### src/inc/otp_host_pkg.sv
package otp_host_pkg;

  localparam int CLK_MHZ          = 250;
  localparam int ADDR_W           = 19;
  localparam int CMD_ADDR_W       = 20;
  localparam int DATA_W           = 16;
  localparam int LOW_Q_W          = 15;
  localparam int TMR_W            = 16;
  localparam int PULSE_CNT_W      = 5;

  // Times in ns as printed or chosen
  localparam int PGM_PULSE_NS     = 50000;
  localparam int ADDR_SETTLE_NS   = 200;
  localparam int ACCESS_NS        = 200;
  localparam int SUPPLY_SETTLE_NS = 2000;

  // Fixed pulse width, exact at this rate
  localparam int PGM_PULSE_CYC     = PGM_PULSE_NS * CLK_MHZ / 1000;
  // Least times round up
  localparam int ADDR_SETTLE_CYC   = (ADDR_SETTLE_NS * CLK_MHZ + 999) / 1000;
  localparam int ACCESS_CYC        = (ACCESS_NS * CLK_MHZ + 999) / 1000;
  localparam int SUPPLY_SETTLE_CYC = (SUPPLY_SETTLE_NS * CLK_MHZ + 999) / 1000;

  localparam int SYNC_STAGES      = 2;
  localparam int TMR_LAT          = 2;
  localparam int MAX_PULSES       = 25;
  localparam int PARITY_BIT       = 15;
  localparam int BYTE_W           = 8;

  typedef enum logic [2:0] {
    OP_READ_WORD,
    OP_READ_BYTE,
    OP_IDENTIFY,
    OP_PROGRAM,
    OP_FINAL_VERIFY
  } op_t;

endpackage

### src/inc/wait_timer_if.sv
`timescale 1ns/1ps
`default_nettype none
interface wait_timer_if;
  logic                              start;
  logic [otp_host_pkg::TMR_W-1:0]    load;
  logic                              done;

  modport ctrl (output start, output load, input done);
  modport tmr  (input start, input load, output done);
endinterface : wait_timer_if
`default_nettype wire

### src/rtl/wait_timer.sv
`timescale 1ns/1ps
`default_nettype none
module wait_timer (
  input  wire logic   core_clk,
  input  wire logic   rst_n,
  input  wire logic   clk_en,
  wait_timer_if.tmr   tif
);

  logic [otp_host_pkg::TMR_W-1:0] count_reg;
  logic [otp_host_pkg::TMR_W-1:0] count_next;
  logic                           done_reg;
  logic                           done_next;

  always_comb begin
    count_next = count_reg;
    done_next  = 1'b0;
    if (tif.start) begin
      count_next = tif.load;
    end else if (count_reg != '0) begin
      count_next = count_reg - 1'b1;
      done_next  = (count_reg == otp_host_pkg::TMR_W'(1));
    end
  end

  always_ff @(posedge core_clk or negedge rst_n) begin
    if (!rst_n) begin
      count_reg <= '0;
      done_reg  <= 1'b0;
    end else if (clk_en) begin
      count_reg <= count_next;
      done_reg  <= done_next;
    end
  end

  assign tif.done = done_reg;

endmodule // wait_timer
`default_nettype wire

### src/rtl/otp_host_ctrl.sv
// Summary of operation
// - Program data goes out as one full 16-bit word on the data pins.
// - Fast programming: raise program supply and core supply, hold output gate high.
// - Each program pulse is a fixed-width low chip-enable pulse after pins settle.
// - On verify mismatch pulse again, giving up after 25 pulses.
// - The pulse-and-verify loop is run for each address in turn.
// - Final check of contents happens with both supplies back at nominal.
// - With program supply on, chip enable high means no programming.
// - Program verify: gate low, enable high, supply on, compare the word.
// - Identify line at high voltage gives identifier words; select bit picks which.
// - During identify all other address lines are held low.
// - Chip enable selects the device; output gate acts as the read strobe.
`timescale 1ns/1ps
`default_nettype none
module otp_host_ctrl #(
  parameter int PGM_PULSE_CYC = otp_host_pkg::PGM_PULSE_CYC
) (
  input  wire logic                                  core_clk,
  input  wire logic                                  rst_n,
  input  wire logic                                  clk_en,
  input  wire logic                                  cmd_valid,
  input  wire otp_host_pkg::op_t                     cmd_op,
  input  wire logic [otp_host_pkg::CMD_ADDR_W-1:0]   cmd_addr,
  input  wire logic [otp_host_pkg::DATA_W-1:0]       cmd_data,
  output logic                                       cmd_ready,
  output logic                                       rsp_valid,
  output logic [otp_host_pkg::DATA_W-1:0]            rsp_data,
  output logic                                       rsp_fail,
  output logic [otp_host_pkg::PULSE_CNT_W-1:0]       rsp_pulses,
  output logic [otp_host_pkg::ADDR_W-1:0]            rom_addr,
  output logic                                       rom_ce_n,
  output logic                                       rom_oe_n,
  output logic                                       rom_width_sel,
  output logic                                       rom_vpp_en,
  output logic                                       rom_vcc_hi,
  output logic                                       identify_hv_en,
  input  wire logic [otp_host_pkg::LOW_Q_W-1:0]      rom_q_in,
  output logic [otp_host_pkg::LOW_Q_W-1:0]           rom_q_out,
  output logic                                       rom_q_oe,
  input  wire logic                                  top_bit_or_low_addr_in,
  output logic                                       top_bit_or_low_addr_out,
  output logic                                       top_bit_or_low_addr_oe
);

  typedef enum logic [2:0] {
    ST_IDLE, ST_DISPATCH, ST_DROP, ST_READ, ST_SUPPLY, ST_SETUP, ST_PULSE, ST_VERIFY
  } state_t;

  function automatic logic [otp_host_pkg::TMR_W-1:0] tmr_load(input int cyc);
    tmr_load = otp_host_pkg::TMR_W'(cyc - otp_host_pkg::TMR_LAT);
  endfunction

  function automatic logic odd_parity(input logic [otp_host_pkg::DATA_W-1:0] w);
    odd_parity = ^w;
  endfunction

  wait_timer_if tif ();

  wait_timer u_timer (
    .core_clk (core_clk),
    .rst_n    (rst_n),
    .clk_en   (clk_en),
    .tif      (tif)
  );

  // Pins are asynchronous to core_clk
  logic [otp_host_pkg::DATA_W-1:0] sync1_reg;
  logic [otp_host_pkg::DATA_W-1:0] sync2_reg;

  always_ff @(posedge core_clk or negedge rst_n) begin
    if (!rst_n) begin
      sync1_reg <= '0;
      sync2_reg <= '0;
    end else if (clk_en) begin
      sync1_reg <= {top_bit_or_low_addr_in, rom_q_in};
      sync2_reg <= sync1_reg;
    end
  end

  state_t                                    state_reg,   state_next;
  otp_host_pkg::op_t                         op_reg,      op_next;
  logic [otp_host_pkg::CMD_ADDR_W-1:0]       addr_reg,    addr_next;
  logic [otp_host_pkg::DATA_W-1:0]           wdata_reg,   wdata_next;
  logic [otp_host_pkg::PULSE_CNT_W-1:0]      pulses_reg,  pulses_next;
  logic                                      prog_reg,    prog_next;
  logic                                      ready_reg,   ready_next;
  logic                                      rvalid_reg,  rvalid_next;
  logic [otp_host_pkg::DATA_W-1:0]           rdata_reg,   rdata_next;
  logic                                      rfail_reg,   rfail_next;
  logic [otp_host_pkg::PULSE_CNT_W-1:0]      rpulse_reg,  rpulse_next;
  logic [otp_host_pkg::ADDR_W-1:0]           paddr_reg,   paddr_next;
  logic                                      ce_n_reg,    ce_n_next;
  logic                                      oe_n_reg,    oe_n_next;
  logic                                      width_reg,   width_next;
  logic                                      vpp_reg,     vpp_next;
  logic                                      vcc_reg,     vcc_next;
  logic                                      idhv_reg,    idhv_next;
  logic [otp_host_pkg::LOW_Q_W-1:0]          qout_reg,    qout_next;
  logic                                      qoe_reg,     qoe_next;
  logic                                      tout_reg,    tout_next;
  logic                                      toe_reg,     toe_next;
  logic                                      tstart_reg,  tstart_next;
  logic [otp_host_pkg::TMR_W-1:0]            tload_reg,   tload_next;

  assign tif.start = tstart_reg;
  assign tif.load  = tload_reg;

  always_comb begin
    state_next  = state_reg;
    op_next     = op_reg;
    addr_next   = addr_reg;
    wdata_next  = wdata_reg;
    pulses_next = pulses_reg;
    prog_next   = prog_reg;
    ready_next  = ready_reg;
    rvalid_next = 1'b0;
    rdata_next  = rdata_reg;
    rfail_next  = rfail_reg;
    rpulse_next = rpulse_reg;
    paddr_next  = paddr_reg;
    ce_n_next   = ce_n_reg;
    oe_n_next   = oe_n_reg;
    width_next  = width_reg;
    vpp_next    = vpp_reg;
    vcc_next    = vcc_reg;
    idhv_next   = idhv_reg;
    qout_next   = qout_reg;
    qoe_next    = qoe_reg;
    tout_next   = tout_reg;
    toe_next    = toe_reg;
    tstart_next = 1'b0;
    tload_next  = tload_reg;
    unique case (state_reg)
      ST_IDLE: begin
        if (cmd_valid && ready_reg) begin
          op_next    = cmd_op;
          addr_next  = cmd_addr;
          wdata_next = cmd_data;
          ready_next = 1'b0;
          state_next = ST_DISPATCH;
        end
      end
      ST_DISPATCH: begin
        if (op_reg == otp_host_pkg::OP_PROGRAM) begin
          // Supplies stay raised across back-to-back addresses
          paddr_next  = addr_reg[otp_host_pkg::ADDR_W-1:0];
          pulses_next = '0;
          vpp_next    = 1'b1;
          vcc_next    = 1'b1;
          width_next  = 1'b1;
          oe_n_next   = 1'b1;
          ce_n_next   = 1'b1;
          prog_next   = 1'b1;
          tstart_next = 1'b1;
          tload_next  = prog_reg ? tload_next_min() : tmr_load(otp_host_pkg::SUPPLY_SETTLE_CYC);
          state_next  = ST_SUPPLY;
        end else if (prog_reg) begin
          // Reads and final check only at nominal supplies
          vpp_next    = 1'b0;
          vcc_next    = 1'b0;
          prog_next   = 1'b0;
          tstart_next = 1'b1;
          tload_next  = tmr_load(otp_host_pkg::SUPPLY_SETTLE_CYC);
          state_next  = ST_DROP;
        end else begin
          ce_n_next  = 1'b0;
          oe_n_next  = 1'b0;
          width_next = (op_reg != otp_host_pkg::OP_READ_BYTE);
          if (op_reg == otp_host_pkg::OP_READ_BYTE) begin
            paddr_next = addr_reg[otp_host_pkg::CMD_ADDR_W-1:1];
            tout_next  = addr_reg[0];
            toe_next   = 1'b1;
          end else if (op_reg == otp_host_pkg::OP_IDENTIFY) begin
            paddr_next = {{(otp_host_pkg::ADDR_W-1){1'b0}}, addr_reg[0]};
            idhv_next  = 1'b1;
          end else begin
            paddr_next = addr_reg[otp_host_pkg::ADDR_W-1:0];
          end
          tstart_next = 1'b1;
          tload_next  = tmr_load(otp_host_pkg::ACCESS_CYC + otp_host_pkg::SYNC_STAGES);
          state_next  = ST_READ;
        end
      end
      ST_DROP: begin
        if (tif.done) begin
          state_next = ST_DISPATCH;
        end
      end
      ST_READ: begin
        if (tif.done) begin
          ce_n_next   = 1'b1;
          oe_n_next   = 1'b1;
          idhv_next   = 1'b0;
          toe_next    = 1'b0;
          rvalid_next = 1'b1;
          rpulse_next = '0;
          rfail_next  = 1'b0;
          rdata_next  = sync2_reg;
          unique case (op_reg)
            otp_host_pkg::OP_READ_BYTE:
              rdata_next = {{otp_host_pkg::BYTE_W{1'b0}}, sync2_reg[otp_host_pkg::BYTE_W-1:0]};
            otp_host_pkg::OP_IDENTIFY:
              rfail_next = !odd_parity(sync2_reg);
            otp_host_pkg::OP_FINAL_VERIFY:
              rfail_next = (sync2_reg != wdata_reg);
            default:
              rfail_next = 1'b0;
          endcase
          ready_next = 1'b1;
          state_next = ST_IDLE;
        end
      end
      ST_SUPPLY: begin
        if (tif.done) begin
          // Data only once output gate is high and the bus has turned round
          qout_next   = wdata_reg[otp_host_pkg::LOW_Q_W-1:0];
          tout_next   = wdata_reg[otp_host_pkg::PARITY_BIT];
          qoe_next    = 1'b1;
          toe_next    = 1'b1;
          tstart_next = 1'b1;
          tload_next  = tmr_load(otp_host_pkg::ADDR_SETTLE_CYC);
          state_next  = ST_SETUP;
        end
      end
      ST_SETUP: begin
        if (tif.done) begin
          ce_n_next   = 1'b0;
          pulses_next = pulses_reg + 1'b1;
          tstart_next = 1'b1;
          tload_next  = tmr_load(PGM_PULSE_CYC);
          state_next  = ST_PULSE;
        end
      end
      ST_PULSE: begin
        if (tif.done) begin
          // Data held past the enable's rise, where the cell latches it
          ce_n_next   = 1'b1;
          tstart_next = 1'b1;
          tload_next  = tmr_load(otp_host_pkg::ADDR_SETTLE_CYC);
          state_next  = ST_VERIFY;
        end
      end
      ST_VERIFY: begin
        if (tif.done) begin
          if (oe_n_reg) begin
            // Bus released only as the output gate opens
            qoe_next    = 1'b0;
            toe_next    = 1'b0;
            oe_n_next   = 1'b0;
            tstart_next = 1'b1;
            tload_next  = tmr_load(otp_host_pkg::ACCESS_CYC + otp_host_pkg::SYNC_STAGES);
          end else begin
            oe_n_next = 1'b1;
            if (sync2_reg == wdata_reg ||
                pulses_reg == otp_host_pkg::PULSE_CNT_W'(otp_host_pkg::MAX_PULSES)) begin
              rvalid_next = 1'b1;
              rdata_next  = sync2_reg;
              rfail_next  = (sync2_reg != wdata_reg);
              rpulse_next = pulses_reg;
              ready_next  = 1'b1;
              state_next  = ST_IDLE;
            end else begin
              tstart_next = 1'b1;
              tload_next  = tmr_load(otp_host_pkg::ADDR_SETTLE_CYC);
              state_next  = ST_SUPPLY;
            end
          end
        end
      end
    endcase
  end

  // Shortest wait when supplies are already up
  function automatic logic [otp_host_pkg::TMR_W-1:0] tload_next_min();
    tload_next_min = otp_host_pkg::TMR_W'(1);
  endfunction

  always_ff @(posedge core_clk or negedge rst_n) begin
    if (!rst_n) begin
      state_reg  <= ST_IDLE;
      op_reg     <= otp_host_pkg::OP_READ_WORD;
      addr_reg   <= '0;
      wdata_reg  <= '0;
      pulses_reg <= '0;
      prog_reg   <= 1'b0;
      ready_reg  <= 1'b1;
      rvalid_reg <= 1'b0;
      rdata_reg  <= '0;
      rfail_reg  <= 1'b0;
      rpulse_reg <= '0;
      paddr_reg  <= '0;
      ce_n_reg   <= 1'b1;
      oe_n_reg   <= 1'b1;
      width_reg  <= 1'b1;
      vpp_reg    <= 1'b0;
      vcc_reg    <= 1'b0;
      idhv_reg   <= 1'b0;
      qout_reg   <= '0;
      qoe_reg    <= 1'b0;
      tout_reg   <= 1'b0;
      toe_reg    <= 1'b0;
      tstart_reg <= 1'b0;
      tload_reg  <= '0;
    end else if (clk_en) begin
      state_reg  <= state_next;
      op_reg     <= op_next;
      addr_reg   <= addr_next;
      wdata_reg  <= wdata_next;
      pulses_reg <= pulses_next;
      prog_reg   <= prog_next;
      ready_reg  <= ready_next;
      rvalid_reg <= rvalid_next;
      rdata_reg  <= rdata_next;
      rfail_reg  <= rfail_next;
      rpulse_reg <= rpulse_next;
      paddr_reg  <= paddr_next;
      ce_n_reg   <= ce_n_next;
      oe_n_reg   <= oe_n_next;
      width_reg  <= width_next;
      vpp_reg    <= vpp_next;
      vcc_reg    <= vcc_next;
      idhv_reg   <= idhv_next;
      qout_reg   <= qout_next;
      qoe_reg    <= qoe_next;
      tout_reg   <= tout_next;
      toe_reg    <= toe_next;
      tstart_reg <= tstart_next;
      tload_reg  <= tload_next;
    end
  end

  assign cmd_ready               = ready_reg;
  assign rsp_valid               = rvalid_reg;
  assign rsp_data                = rdata_reg;
  assign rsp_fail                = rfail_reg;
  assign rsp_pulses              = rpulse_reg;
  assign rom_addr                = paddr_reg;
  assign rom_ce_n                = ce_n_reg;
  assign rom_oe_n                = oe_n_reg;
  assign rom_width_sel           = width_reg;
  assign rom_vpp_en              = vpp_reg;
  assign rom_vcc_hi              = vcc_reg;
  assign identify_hv_en          = idhv_reg;
  assign rom_q_out               = qout_reg;
  assign rom_q_oe                = qoe_reg;
  assign top_bit_or_low_addr_out = tout_reg;
  assign top_bit_or_low_addr_oe  = toe_reg;

endmodule // otp_host_ctrl
`default_nettype wire

### config.mk
export PLATFORM = sky130hd
export DESIGN_NAME = otp_host_ctrl
export DESIGN_NICKNAME = d
export VERILOG_FILES = /design/src/inc/otp_host_pkg.sv /design/src/inc/wait_timer_if.sv /design/src/rtl/wait_timer.sv /design/src/rtl/otp_host_ctrl.sv
export SDC_FILE = /design/constraint.sdc
export NUM_CORES = 1
export LEC_CHECK = 0
export BUFFER_PORTS_ARGS = -buffer_cell sky130_fd_sc_hd__buf_4
export CORE_MARGIN = 1
export CORE_UTILIZATION = 55
export CTS_BUF_LIST = sky130_fd_sc_hd__clkbuf_8
export DETAILED_ROUTE_END_ITERATION = 10
export GPL_TIMING_DRIVEN = 0
export PLACE_DENSITY = 0.74
export SYNTH_ARGS = -nofsm -noshare
export SYNTH_HDL_FRONTEND = slang
export SYNTH_SLANG_ARGS = --single-unit
### constraint.sdc
create_clock -name core_clk -period 4.2 [get_ports core_clk]
set_input_delay 0.84 -clock core_clk [delete_from_list [all_inputs] [get_ports core_clk]]
set_output_delay 0.84 -clock core_clk [all_outputs]
set_load 0.02 [all_outputs]
==> metrics.txt <==
CTS Buf Count 17; Worst EP required 4.59 ns; Fin. Hold Viols 0; # IOs 126; CTS resizes 0; VDD IR max 0.286 mV; synthesized instance count 654; Netlist cell types 59; number of global-route vias before repair 5787; largest area contributor in the netlist dfrtp_1; largest net degree at the start of global routing 105; Initial Util 0.562; clk root buf clkbuf_8; Cells after DPL 960; synthesized area 7770 um2; CTS sink cnt 171; ANT nets after route 0; Top Layer Used met4; Hold Path Class in -> async; # H-tree levels 4; Fin Setup TNS 0 ns; row cnt 43; All-Layer GR Usage 0.262; dominant cell by count in the synthesized netlist dfrtp_1; Worst Clk Skew 0.0148 ns; Tcrit/Tclk final 0.583; initial antenna violation count 0; Post-DP Area 8970 um2; f_max 409 MHz; Rel. slew slack 0.311; number of synthesized flops with an enable pin 0; yosys warns 0; postcts setup bufs 0; hpwl dp 13100 um; IO buf count 125; First-pass DRT Iterations 5; pwr dens 351 nW/um2; FF+latch count, synth 171; M1 wire length 7750 um; Area contributors post-synth dfrtp_1, mux2_2, xnor2_1, nand2_1, a221o_1; clock transition at the registers of the reported paths 0.09 ns; global-route wire length before repair 29400 um; cts hold-fix bufs 0; n_diodes 0; static leakage 4.57 nW; critical path arrival 2.84 ns; Clk Latency, worst-skew pair 0.46 ns; Synth top area share 0.538; R2R Setup Slk 1.75 ns; RSZ-0062 raised after global routing no; overflow left after global routing 0; met3 routed WL 1200 um; Crit Path Max Fanout 10; CP Class reg -> reg; Final Instance Area 9330 um2; average size of a mapped cell 11.9 um2; max capacitance violation total 0; routed len/inst 18.4 um; Largest register FFs 20; die outline area 14600 um2; fillcell total 1047; CP startpoint kind flip-flop; GPL Wtd Cong 0.870; Iter 0 DRT Violations 556; Layout area overhead 20.0%; fin nets 866; Worst-Margin Slew 1.01 ns; share of cells above drive strength 1 0.346; Post-synth ARST share 1.00; sequential-to-total area share from yosys stat 0.551; Syn Nets 721; Via-to-Cell Ratio 5.79; crit path time final 2.45 ns; fin cells 992; routed via count 5747; predominant post-synthesis flop cell dfrtp_1; CTS tree yes; die width 121 um; Crit. End Element flip-flop; synth cell count leaders dfrtp_1, mux2_2, nand2_1; Max Transition Viols Final 0; Routed WL 18200 um; Core Footprint 13800 um2; Longest Clk Path Bufs 2; met2 WL 8900 um; status finished clean; # setup viols final 0; Chip Height 121 um; drt drc 0
cell usage in the layout (no fill, tap or decap), drive strengths merged, types with 3 or more instances in the layout:
cell    count
a211oi      4
nor2b       3
ha          8
and3       18
mux2       99
a21o        5
a221oi      3
nand2      64
xor2        7
nor3        9
a31oi       4
dfrtp     167
o31ai       8
nor2       39
nor4        3
nand3       6
a21oi      18
mux2i       3
a41oi       3
clkinv      6
o21ai      34
xnor2      32
o22ai       3
clkbuf     34
buf       145
or3         6
and2b       3
a221o      19
inv        22
dfstp       4
nand4      11
worst max-delay path, cell delays in order (launching register included):
cell and delay, ns:
dfrtp_1 0.41, nor2b_1 0.28, nand2_1 0.22, ha_1 0.29, nor2_1 0.45, clkbuf_1 0.39
and3_1 0.22, a221o_1 0.12
cell type report:
class                   count  area [um2]  area share
clock inverters            13        92.6     0.00993
flip-flops and latches    171        4280       0.459
plain buffers              34         199      0.0213
inverters                  17        63.8     0.00684
well taps                 180         225      0.0242
multi-input cells         432        3230       0.346
repair buffers            126         973       0.104
clock buffers              19         262      0.0280
layer usage:
| metal | track usage | vias to the layer above |
|---|---|---|
| met5 | 0 | - |
| met4 | 0.106 | 0 |
| met3 | 0.0667 | 27 |
| met2 | 0.412 | 226 |
| met1 | 0.349 | 2866 |
| li1 | - | 2628 |
cells by family after synthesis:
kind of cell | share of synthesized area
mux | 0.150
fa+ha+maj | 0.0129
compound gates | 0.101
simple gates | 0.108
buf+inv | 0.0338
flops | 0.551
xor+xnor | 0.0439
worst paths after layout:
path                       startpoint                     to  cells after the start
min                             rst_n  u_timer.count_reg[10]                      1
min reg2reg                  rom_ce_n               rom_ce_n                      2
min in group core_clk        rom_ce_n               rom_ce_n                      2
max                         op_reg[0]            rom_addr[8]                      7
max in group asynchronous       rst_n          rom_width_sel                      2
max reg2reg                 op_reg[0]            rom_addr[8]                      7
where the power goes:
group,leakage (nW),internal (mW),switching [mW]
clock network,0.187,0.444,0.614
logic,2.13,0.201,0.189
registers,2.26,1.72,0.104
total,4.57,2.37,0.907
stage by stage:
step / setup WS [ns] / utilization / hold WS, ns / power, mW
floorplan: 1.98 / - / 0.471 / 2.09
finish: 1.75 / 0.674 / 0.312 / 3.27
detailed placement: 1.38 / 0.649 / 0.469 / 2.25
global placement: 1.37 / 0.646 / 0.459 / 2.22
global route: 1.54 / 0.674 / 0.334 / 3.43
CTS: 1.77 / 0.674 / 0.321 / 3.30
Note: power is estimated with default switching activity, not from simulation.
